<file path="src/pllsr_map.svh">
// Register indices, field positions and reset values of the loop status bank.
`ifndef PLLSR_MAP_SVH
`define PLLSR_MAP_SVH

// ****************************************************************
// Register indices (byte address is four times the index)
// ****************************************************************
`define PLLSR_IDX_UPDATE 12'h005
`define PLLSR_IDX_LOCK 12'hd20
`define PLLSR_IDX_STATE 12'hd21
`define PLLSR_IDX_LIMIT 12'hd22
`define PLLSR_IDX_TUNE0 12'hd23
`define PLLSR_IDX_TUNE1 12'hd24
`define PLLSR_IDX_TUNE2 12'hd25
`define PLLSR_IDX_TUNE3 12'hd26
`define PLLSR_IDX_PBKT_LO 12'hd27
`define PLLSR_IDX_PBKT_HI 12'hd28
`define PLLSR_IDX_FBKT_LO 12'hd29
`define PLLSR_IDX_FBKT_HI 12'hd2a

// ****************************************************************
// Update strobe value
// ****************************************************************
`define PLLSR_UPDATE_CMD 8'h01

// ****************************************************************
// Field positions
// ****************************************************************
`define PLLSR_LK_CAL 4
`define PLLSR_LK_APLL 3
`define PLLSR_LK_FREQ 2
`define PLLSR_LK_PHASE 1
`define PLLSR_LK_ALL 0
`define PLLSR_ST_REF_HI 4
`define PLLSR_ST_REF_LO 3
`define PLLSR_ST_SWITCH 2
`define PLLSR_ST_HOLD 1
`define PLLSR_ST_FREE 0
`define PLLSR_LM_SLEW 2
`define PLLSR_LM_CLAMP 1
`define PLLSR_LM_HIST 0

// ****************************************************************
// Reset values
// ****************************************************************
`define PLLSR_RST_BYTE 8'h00
`define PLLSR_RST_WORD 32'h0000_0000

`endif

</file>
<file path="src/pllsr_pkg.sv">
// Types shared by the loop status bank: bus request and status carriers.
package pllsr_pkg;

    // ****************************************************************
    // Classic Wishbone request from the master
    // ****************************************************************
    typedef struct packed {
        logic cyc;
        logic stb;
        logic we;
        logic [13:0] adr;
        logic [3:0] sel;
        logic [31:0] dat;
    } pllsr_wb_req_s;

    // ****************************************************************
    // Live status presented by the loops
    // ****************************************************************
    typedef struct packed {
        logic sysclk_lock;
        logic cal_busy;
        logic apll_lock;
        logic dpll_freq_lock;
        logic dpll_phase_lock;
        logic [1:0] active_ref;
        logic switching;
        logic holdover;
        logic free_run;
        logic slew_limited;
        logic freq_clamped;
        logic history_avail;
        logic [29:0] tuning_avg;
        logic [29:0] tuning_live;
        logic [11:0] phase_bucket;
        logic [11:0] freq_bucket;
    } pllsr_live_s;

    // ****************************************************************
    // Snapshot held for software
    // ****************************************************************
    typedef struct packed {
        logic all_lock;
        logic cal_busy;
        logic apll_lock;
        logic dpll_freq_lock;
        logic dpll_phase_lock;
        logic [1:0] active_ref;
        logic switching;
        logic holdover;
        logic free_run;
        logic slew_limited;
        logic freq_clamped;
        logic history_avail;
        logic [29:0] tuning;
        logic [11:0] phase_bucket;
        logic [11:0] freq_bucket;
    } pllsr_snap_s;

endpackage : pllsr_pkg

</file>
<file path="src/pllsr_status_bank.sv">
// Snapshot status bank of the first loop channel behind a Wishbone slave.
//
// Implementation choice: the Wishbone interface to the registers.
`include "pllsr_map.svh"

module pllsr_status_bank
    import pllsr_pkg::*;
(
    // Clock, reset and enable.
    input wire logic clk_i,
    input wire logic rst_i,
    input wire logic ce_i,
    // Wishbone slave.
    input wire pllsr_wb_req_s wb_req_i,
    output logic [31:0] wb_dat_o,
    output logic wb_ack_o,
    // Loop status.
    input wire pllsr_live_s live_i,
    input wire logic hist_timer_min_i
);

    // ****************************************************************
    // Byte assembly
    // ****************************************************************

    // Builds the byte shown at one register index from the snapshot.
    function automatic logic [7:0] reg_byte(
        input logic [11:0] idx,
        input pllsr_snap_s s
    );
        logic [7:0] b;
        b = `PLLSR_RST_BYTE;
        unique case (idx)
            `PLLSR_IDX_LOCK: begin
                b[`PLLSR_LK_CAL] = s.cal_busy;
                b[`PLLSR_LK_APLL] = s.apll_lock;
                b[`PLLSR_LK_FREQ] = s.dpll_freq_lock;
                b[`PLLSR_LK_PHASE] = s.dpll_phase_lock;
                b[`PLLSR_LK_ALL] = s.all_lock;
            end
            `PLLSR_IDX_STATE: begin
                b[`PLLSR_ST_REF_HI:`PLLSR_ST_REF_LO] = s.active_ref;
                b[`PLLSR_ST_SWITCH] = s.switching;
                b[`PLLSR_ST_HOLD] = s.holdover;
                b[`PLLSR_ST_FREE] = s.free_run;
            end
            `PLLSR_IDX_LIMIT: begin
                b[`PLLSR_LM_SLEW] = s.slew_limited;
                b[`PLLSR_LM_CLAMP] = s.freq_clamped;
                b[`PLLSR_LM_HIST] = s.history_avail;
            end
            // Tuning word, least significant byte first.
            `PLLSR_IDX_TUNE0: b = s.tuning[7:0];
            `PLLSR_IDX_TUNE1: b = s.tuning[15:8];
            `PLLSR_IDX_TUNE2: b = s.tuning[23:16];
            `PLLSR_IDX_TUNE3: b[5:0] = s.tuning[29:24];
            // Bucket levels, upper nibbles stay zero.
            `PLLSR_IDX_PBKT_LO: b = s.phase_bucket[7:0];
            `PLLSR_IDX_PBKT_HI: b[3:0] = s.phase_bucket[11:8];
            `PLLSR_IDX_FBKT_LO: b = s.freq_bucket[7:0];
            `PLLSR_IDX_FBKT_HI: b[3:0] = s.freq_bucket[11:8];
            default: b = `PLLSR_RST_BYTE;
        endcase
        return b;
    endfunction : reg_byte

    // Captures one consistent sample of the live fields, keeping only one of the two tuning words.
    function automatic pllsr_snap_s take_snap(
        input pllsr_live_s l,
        input logic timer_min
    );
        pllsr_snap_s s;
        s.all_lock = l.sysclk_lock & l.apll_lock & l.dpll_phase_lock;
        s.cal_busy = l.cal_busy;
        s.apll_lock = l.apll_lock;
        s.dpll_freq_lock = l.dpll_freq_lock;
        s.dpll_phase_lock = l.dpll_phase_lock;
        s.active_ref = l.active_ref;
        s.switching = l.switching;
        s.holdover = l.holdover;
        s.free_run = l.free_run;
        s.slew_limited = l.slew_limited;
        s.freq_clamped = l.freq_clamped;
        s.history_avail = l.history_avail;
        // A minimal history timer makes the average meaningless.
        s.tuning = timer_min ? l.tuning_live : l.tuning_avg;
        s.phase_bucket = l.phase_bucket;
        s.freq_bucket = l.freq_bucket;
        return s;
    endfunction : take_snap

    // ****************************************************************
    // Bus decode
    // ****************************************************************

    logic ack_reg;
    logic ack_next;
    logic [31:0] dat_reg;
    logic [31:0] dat_next;
    logic [11:0] req_idx;
    logic req_new;
    logic upd_fire;
    pllsr_snap_s snap_reg;
    pllsr_snap_s snap_next;

    // The request index drops the two byte-lane bits.
    assign req_idx = wb_req_i.adr[13:2];

    // A request is served once; ack drops in the following cycle.
    assign req_new = wb_req_i.cyc & wb_req_i.stb & ~ack_reg;

    // Update command: write of 0x01 on lane 0 of the update index.
    assign upd_fire = req_new & wb_req_i.we & wb_req_i.sel[0]
        & (req_idx == `PLLSR_IDX_UPDATE)
        & (wb_req_i.dat[7:0] == `PLLSR_UPDATE_CMD);

    // ****************************************************************
    // Bus answer
    // ****************************************************************

    // Next ack and read data; unmapped reads return zero.
    always_comb begin
        ack_next = req_new;
        dat_next = dat_reg;
        if (req_new && !wb_req_i.we) begin
            dat_next = {24'h00_0000, reg_byte(req_idx, snap_reg)};
        end
    end

    // Registers the answer.
    always_ff @(posedge clk_i) begin
        if (rst_i) begin
            ack_reg <= 1'b0;
            dat_reg <= `PLLSR_RST_WORD;
        end else if (ce_i) begin
            ack_reg <= ack_next;
            dat_reg <= dat_next;
        end
    end

    assign wb_ack_o = ack_reg;
    assign wb_dat_o = dat_reg;

    // ****************************************************************
    // Snapshot
    // ****************************************************************

    // Only the update command loads the bank; other writes are dropped.
    always_comb begin
        snap_next = snap_reg;
        if (upd_fire) begin
            snap_next = take_snap(live_i, hist_timer_min_i);
        end
    end

    // Registers the snapshot.
    always_ff @(posedge clk_i) begin
        if (rst_i) begin
            snap_reg <= '0;
        end else if (ce_i) begin
            snap_reg <= snap_next;
        end
    end

    // ****************************************************************
    // Checks
    // ****************************************************************

    logic rd_ack;

    // A read answer is on the bus while the read request is held.
    assign rd_ack = ack_reg & ~wb_req_i.we;

    chk_bank_read_only: assert property (
        @(posedge clk_i) disable iff (rst_i)
        !upd_fire |=> snap_reg == $past(snap_reg)
    ) else $error("Status bank changed without an update.");

    chk_update_capture: assert property (
        @(posedge clk_i) disable iff (rst_i)
        upd_fire && ce_i |=> snap_reg.cal_busy == $past(live_i.cal_busy)
            && snap_reg.active_ref == $past(live_i.active_ref)
    ) else $error("Update did not capture live status.");

    chk_cal_bit: assert property (
        @(posedge clk_i) disable iff (rst_i)
        rd_ack && req_idx == `PLLSR_IDX_LOCK
            |-> wb_dat_o[4] == snap_reg.cal_busy
    ) else $error("Calibration bit wrong.");

    chk_apll_bit: assert property (
        @(posedge clk_i) disable iff (rst_i)
        rd_ack && req_idx == `PLLSR_IDX_LOCK
            |-> wb_dat_o[3] == snap_reg.apll_lock
    ) else $error("Analog lock bit wrong.");

    chk_freq_bit: assert property (
        @(posedge clk_i) disable iff (rst_i)
        rd_ack && req_idx == `PLLSR_IDX_LOCK
            |-> wb_dat_o[2] == snap_reg.dpll_freq_lock
    ) else $error("Frequency lock bit wrong.");

    chk_phase_bit: assert property (
        @(posedge clk_i) disable iff (rst_i)
        rd_ack && req_idx == `PLLSR_IDX_LOCK
            |-> wb_dat_o[1] == snap_reg.dpll_phase_lock
    ) else $error("Phase lock bit wrong.");

    chk_all_locked: assert property (
        @(posedge clk_i) disable iff (rst_i)
        upd_fire && ce_i |=> snap_reg.all_lock == ($past(live_i.sysclk_lock)
            && $past(live_i.apll_lock) && $past(live_i.dpll_phase_lock))
    ) else $error("All-locked flag wrong.");

    chk_ref_field: assert property (
        @(posedge clk_i) disable iff (rst_i)
        rd_ack && req_idx == `PLLSR_IDX_STATE
            |-> wb_dat_o[4:3] == snap_reg.active_ref
    ) else $error("Active reference field wrong.");

    chk_switch_bit: assert property (
        @(posedge clk_i) disable iff (rst_i)
        rd_ack && req_idx == `PLLSR_IDX_STATE
            |-> wb_dat_o[2] == snap_reg.switching
    ) else $error("Switching bit wrong.");

    chk_holdover_bit: assert property (
        @(posedge clk_i) disable iff (rst_i)
        rd_ack && req_idx == `PLLSR_IDX_STATE
            |-> wb_dat_o[1] == snap_reg.holdover
    ) else $error("Holdover bit wrong.");

    chk_free_run_bit: assert property (
        @(posedge clk_i) disable iff (rst_i)
        rd_ack && req_idx == `PLLSR_IDX_STATE
            |-> wb_dat_o[0] == snap_reg.free_run
    ) else $error("Free run bit wrong.");

    chk_slew_bit: assert property (
        @(posedge clk_i) disable iff (rst_i)
        rd_ack && req_idx == `PLLSR_IDX_LIMIT
            |-> wb_dat_o[2] == snap_reg.slew_limited
    ) else $error("Slew limit bit wrong.");

    chk_clamp_bit: assert property (
        @(posedge clk_i) disable iff (rst_i)
        rd_ack && req_idx == `PLLSR_IDX_LIMIT
            |-> wb_dat_o[1] == snap_reg.freq_clamped
    ) else $error("Clamp bit wrong.");

    chk_history_bit: assert property (
        @(posedge clk_i) disable iff (rst_i)
        rd_ack && req_idx == `PLLSR_IDX_LIMIT
            |-> wb_dat_o[0] == snap_reg.history_avail
    ) else $error("History bit wrong.");

    chk_tuning_top: assert property (
        @(posedge clk_i) disable iff (rst_i)
        rd_ack && req_idx == `PLLSR_IDX_TUNE3
            |-> wb_dat_o[7:0] == {2'b00, snap_reg.tuning[29:24]}
    ) else $error("Tuning word top byte wrong.");

    chk_tuning_select: assert property (
        @(posedge clk_i) disable iff (rst_i)
        upd_fire && ce_i |=> snap_reg.tuning == ($past(hist_timer_min_i)
            ? $past(live_i.tuning_live) : $past(live_i.tuning_avg))
    ) else $error("Tuning word source wrong.");

    chk_phase_bucket: assert property (
        @(posedge clk_i) disable iff (rst_i)
        rd_ack && req_idx == `PLLSR_IDX_PBKT_HI
            |-> wb_dat_o[7:0] == {4'h0, snap_reg.phase_bucket[11:8]}
    ) else $error("Phase bucket high byte wrong.");

    chk_freq_bucket: assert property (
        @(posedge clk_i) disable iff (rst_i)
        rd_ack && req_idx == `PLLSR_IDX_FBKT_LO
            |-> wb_dat_o[7:0] == snap_reg.freq_bucket[7:0]
    ) else $error("Frequency bucket low byte wrong.");

    chk_reserved_zero: assert property (
        @(posedge clk_i) disable iff (rst_i)
        rd_ack && req_idx >= `PLLSR_IDX_LOCK && req_idx <= `PLLSR_IDX_LIMIT
            |-> wb_dat_o[31:5] == 27'h0 && (req_idx == `PLLSR_IDX_STATE
            || req_idx == `PLLSR_IDX_LOCK || wb_dat_o[4:3] == 2'b00)
    ) else $error("Reserved bits not zero.");

    chk_joint_capture: assert property (
        @(posedge clk_i) disable iff (rst_i)
        upd_fire && ce_i
            |=> snap_reg.phase_bucket == $past(live_i.phase_bucket)
            && snap_reg.freq_bucket == $past(live_i.freq_bucket)
    ) else $error("Bucket levels not captured together.");

    chk_ack_single: assert property (
        @(posedge clk_i) disable iff (rst_i)
        ack_reg && ce_i |=> !ack_reg
    ) else $error("Ack held for more than one cycle.");

    chk_tuning_byte0: assert property (
        @(posedge clk_i) disable iff (rst_i)
        rd_ack && req_idx == `PLLSR_IDX_TUNE0
            |-> wb_dat_o[7:0] == snap_reg.tuning[7:0]
    ) else $error("Tuning word low byte wrong.");

    chk_tuning_byte1: assert property (
        @(posedge clk_i) disable iff (rst_i)
        rd_ack && req_idx == `PLLSR_IDX_TUNE1
            |-> wb_dat_o[7:0] == snap_reg.tuning[15:8]
    ) else $error("Tuning word second byte wrong.");

    chk_tuning_byte2: assert property (
        @(posedge clk_i) disable iff (rst_i)
        rd_ack && req_idx == `PLLSR_IDX_TUNE2
            |-> wb_dat_o[7:0] == snap_reg.tuning[23:16]
    ) else $error("Tuning word third byte wrong.");

    chk_phase_bucket_low: assert property (
        @(posedge clk_i) disable iff (rst_i)
        rd_ack && req_idx == `PLLSR_IDX_PBKT_LO
            |-> wb_dat_o[7:0] == snap_reg.phase_bucket[7:0]
    ) else $error("Phase bucket low byte wrong.");

    chk_freq_bucket_high: assert property (
        @(posedge clk_i) disable iff (rst_i)
        rd_ack && req_idx == `PLLSR_IDX_FBKT_HI
            |-> wb_dat_o[7:0] == {4'h0, snap_reg.freq_bucket[11:8]}
    ) else $error("Frequency bucket high byte wrong.");

    chk_flags_capture: assert property (
        @(posedge clk_i) disable iff (rst_i)
        upd_fire && ce_i |=> snap_reg.switching == $past(live_i.switching)
            && snap_reg.holdover == $past(live_i.holdover)
            && snap_reg.free_run == $past(live_i.free_run)
    ) else $error("Loop state flags not captured together.");

    // Unmapped indices and the update register read as zero.
    chk_unmapped_zero: assert property (
        @(posedge clk_i) disable iff (rst_i)
        rd_ack && (req_idx < `PLLSR_IDX_LOCK || req_idx > `PLLSR_IDX_FBKT_HI)
            |-> wb_dat_o == 32'h0000_0000
    ) else $error("Unmapped read not zero.");

    chk_ack_after_take: assert property (
        @(posedge clk_i) disable iff (rst_i)
        req_new && ce_i |=> ack_reg
    ) else $error("Taken request not acknowledged.");

    chk_read_data_hold: assert property (
        @(posedge clk_i) disable iff (rst_i)
        !(req_new && !wb_req_i.we && ce_i) |=> $stable(wb_dat_o)
    ) else $error("Read data changed without a read.");

    chk_ce_freeze: assert property (
        @(posedge clk_i) disable iff (rst_i)
        !ce_i |=> $stable(snap_reg) && $stable(ack_reg) && $stable(dat_reg)
    ) else $error("State changed while the clock enable was low.");

endmodule : pllsr_status_bank

</file>
<file path="config.mk">
export PLATFORM = sky130hd
export DESIGN_NAME = pllsr_status_bank
export DESIGN_NICKNAME = d
export VERILOG_FILES = /design/src/pllsr_pkg.sv /design/src/pllsr_status_bank.sv
export VERILOG_INCLUDE_DIRS = /design/src /design/src/src
export SDC_FILE = /design/constraint.sdc
export NUM_CORES = 1
export LEC_CHECK = 0
export ABC_AREA = 0
export CAP_MARGIN = 20
export CORE_MARGIN = 2
export CORE_UTILIZATION = 55
export CTS_CLUSTER_DIAMETER = 120
export DETAILED_ROUTE_END_ITERATION = 12
export DONT_BUFFER_PORTS = 1
export PLACE_DENSITY_LB_ADDON = 0.15
export SLEW_MARGIN = 25
export SYNTH_ARGS = -nofsm -noshare
export SYNTH_HDL_FRONTEND = slang
export SYNTH_SLANG_ARGS = --single-unit
</file>
<file path="constraint.sdc">
create_clock -name clk_i -period 3.4 [get_ports clk_i]
set_input_delay 0.17 -clock clk_i [delete_from_list [all_inputs] [get_ports clk_i]]
set_output_delay 0.17 -clock clk_i [all_outputs]
set_load 0.02 [all_outputs]
</file>
### Yosys cells after proc, flatten, opt, wreduce, memory -nomap -nowiden

Index checks and enable logic that the tools add are counted.

* input bits: 154
* word-level logic and storage cells: 49
* memories: 0
* latch bits: 0
* bits in registers: 76
* output and inout port bits: 33
* RAM bits: 0
* memory bits (read-only): 0

* multiply operators: 0
* add/sub/neg operators: 0
* reduce and logical (&&, ||, !) cells: 4
* magnitude comparators: 0
* shift-type cells: 0
* div/mod/pow operators: 0
* muxes and demuxes: 6
* bitwise gates (word level): 9
* equality and inequality tests: 13

Operators with widths (count)
* $eq 12x12->1 const B: 11
* $pmux 3 s11: 1
* $mux 30: 1
* $eq 12x3->1 const B: 1
* $pmux 1 s10: 1
* $pmux 2 s5: 1
* $and 1x1->1: 8
* $eq 8x1->1 const B: 1
* $pmux 1 s8: 1
* $pmux 1 s6: 1
* $reduce_and 2->1: 2
* $logic_and 1x1->1: 1
* $logic_not 1->1: 1
* $not 1->1: 1

### Longest topological paths before layout

* word-level depth: 7
* depth in mapped cells: 8

### Worst setup path before layout

No wires, ideal clock.

* path type: register to register
* start: register ack_reg, in the netlist wb_ack_o
* end: register snap_reg[24] (netlist name)
* clock period less this slack: 1546 ps
* path buffers: 2
* slack: 1854 ps
* stages on the path, launching flop included: 7
* library setup time: 86 ps
* arrival time: 1460 ps
* path through: dfxtp_1 and4b_1 and3_1 buf_2 and2_1 buf_2 a211oi_1

* word-level cells in the longest chain between the ends: 7

Ends and longest elaborated chain
* from (decl): line pllsr_status_bank.sv:96 `logic ack_reg;`
* from (signal assigned): line pllsr_status_bank.sv:136 `ack_reg <= ack_next;`
* $not 1->1: line pllsr_status_bank.sv:110 `assign req_new = wb_req_i.cyc & wb_req_i.stb & ~ack_reg;`
* $and 1x1->1: line pllsr_status_bank.sv:110
* $and 1x1->1 (4 in series): line pllsr_status_bank.sv:113 `assign upd_fire = req_new & wb_req_i.we & wb_req_i.sel[0]`
* $reduce_and 2->1 (no source line)
* to (signal assigned): line pllsr_status_bank.sv:161 `snap_reg <= snap_next;`
* to (decl): line pllsr_status_bank.sv:103 `pllsr_snap_s snap_reg;`

No other way between the ends.
A chain may end at the register's enable or synchronous reset.

### Worst setup path in the final report

* start: register ack_reg, in the netlist wb_ack_o
* end: register snap_reg[11] (netlist name)

Same word-level chain as after synthesis.

==> reports/qor.yml <==
io_pins: 187
synth_edf_count: 0
cts_hold_buf: 36
finalClockSkew_ns: 0.00645
ant_nets: 0
routedWlPerCell_um: 18.2
p_leak_uw: 0.00154
drive_gt1_frac: 0.0651
postPlaceCellArea_um2: 3930
yosysSeqAreaShare: 0.370
die_area_um2: 8180
num_rows: 31
p_per_area_nw_per_um2: 354
core_um2: 7250
setup_violations: 0
worstSetupStartpointType: "register"
max_cap_viol_count: 0
critical_path_class: "reg2reg"
synthFlopType: "dfxtp_1"
nets: 626
cts_resized: 0
cts_setup_buffers: 0
clkLatencyLatePin_ns: 0.34
vias: 3532
root_buffer: "clkbuf_8"
ys_ff_latch: 76
antenna_found_initial: 0
portBuffers: 0
end_kind: "register"
fin_area_um2: 4480
vdd_drop_max_uv: 241
numCtsBuffers: 9
die_w_um: 90.4
fillCellCount: 673
total_power_uw: 1580
syn-instance-count: 467
syn_area_per_cell_um2: 8.80
fin_tns_setup_ns: 0
drc_errors: 0
multiInputGateArea_um2: 2220
fin_ws_ns: 0.909
largest_register_ffs: 67
crit_chain: "and4b_1 -> and3_2 -> nand3_1 -> a21oi_1 -> dlygate4sd3_1"
grtUsageTotal: 0.252
htree_levels: 3
ff2ff_path_depth: 5
grt_pass1_wl_mm: 16.6
holdCritPathClass: "in2reg"
worst_pin_slew_ns: 0.885
viasPerCell: 6.14
hold_violations: 0
drt_iter0_drc: 177
cts_tree: "done"
crit_arrival_ns: 2.78
timing.final.crit_share: 0.733
slowest_delay_ns: 0.79
status: "completed"
synth_area_um2: 4110
start_util: 0.566
required_ns: 3.69
max_slew_margin: 0.410
hpwl_mm: 7.12
finalWorstPathRequiredPeriod_ns: 2.49
seqCellArea_um2: 1520
place_ws_ns: 1.11
grt_max_degree: 70
drt-total-wl_mm: 10.5
die_y_um: 90.4
rsz0062_at_grt: "false"
ys_types: 47
final_cell_mix: "dfxtp_1 (76), a21oi_1 (68), o21ai_0 (43), mux2i_1 (42), nand3_1 (39)"
synth_warnings: 0
hold_slack_ns: 0.0380
diodes: 0
min_path_cells: 2
mostFrequentLayoutCell: "dfxtp_1"
path_max_fanout: 48
clock-sinks: 76
slowest_stage: "and3_2"
syn_to_final_growth_pct: 8.98
first_pass_iters: 5
grt.overflow.total: 0
place.gp.congestion: 0.882
clkTransAtPathRegs_ns: 0.07
fmax_ghz: 0.401
grt_pass1_vias: 3238
postSynth.asyncResetShare: 0
clockBufferDepth: 2
drv_slew: 0
## worst max-delay path: cells and delay by family, from the launching register on
family | cells | cell delay, ns
compound gates | 1 | 0.18
flops | 1 | 0.40
simple gates | 3 | 1.29
buf+inv | 1 | 0.56
## logic make-up (layout without fill, tap and decap cells)
kind of cell,Yosys count,after routing,share of synthesized area
buffers and inverters,78,64,0.111
AOI/OAI and AO/OA,177,177,0.263
other,1,24,0.000913
and+or+nand+nor,84,84,0.128
muxes,51,51,0.127
DFF,76,76,0.370
## cells in the mapped netlist (3+ instances only)
cell type	n	area, µm²
a21oi_1	68	340
nor2b_1	8	50.1
a22o_1	4	35.0
nand3b_1	4	30.0
buf_6	5	56.3
a32o_1	3	30.0
a22oi_1	7	52.6
dfxtp_1	76	1520
nand4_1	4	25.0
buf_4	29	218
a32oi_1	3	26.3
clkbuf_1	25	93.8
inv_1	5	18.8
a211oi_1	30	225
nand3_1	39	195
mux2_2	9	101
buf_2	13	65.1
o32a_1	4	40.0
mux2i_1	42	420
o21ai_0	43	215
nand2b_1	5	31.3
and3b_1	3	26.3
o22ai_1	4	25.0
## power breakdown
group / leakage (µW) / switching (µW) / internal, µW
logic: 0.000853 / 66.1 / 66.5
clock network: 0.0000800 / 303 / 258
registers: 0.000612 / 1.00 / 890
## layout make-up
cell class / count / area share
sequential: 76 / 0.340
inverter: 5 / 0.00419
tap: 99 / 0.0277
timing repair buffer: 44 / 0.0989
clock buffer: 12 / 0.0302
multi-input combinational: 336 / 0.496
clock inverter: 3 / 0.00335
## final timing paths
| path | endpoint | from | slack (ns) |
|---|---|---|---|
| hold reg to reg | snap_reg[18]$_SDFFE_PP0P_ | snap_reg[18]$_SDFFE_PP0P_ | 0.48 |
| setup / recovery | snap_reg[11]$_SDFFE_PP0P_ | wb_ack_o$_SDFFE_PP0P_ | 0.91 |
| setup reg to reg | snap_reg[11]$_SDFFE_PP0P_ | wb_ack_o$_SDFFE_PP0P_ | 0.91 |
| hold / removal | snap_reg[19]$_SDFFE_PP0P_ | live_i[19] | 0.04 |
## per-layer routing
layer	vias up	part of all wire	global-route usage
met2	131	0.48	0.408
met1	1673	0.45	0.335
met4	0	0.0096	0.0551
met3	10	0.066	0.0735
li1	1718	-	-
met5	-	0	0
## stage by stage
stage	utilization	std cells
floorplan	-	490
global placement	0.542	522
detailed placement	0.542	522
CTS	0.615	573
global route	0.617	575
finish	0.617	575
(Power assumes the default switching activity.)
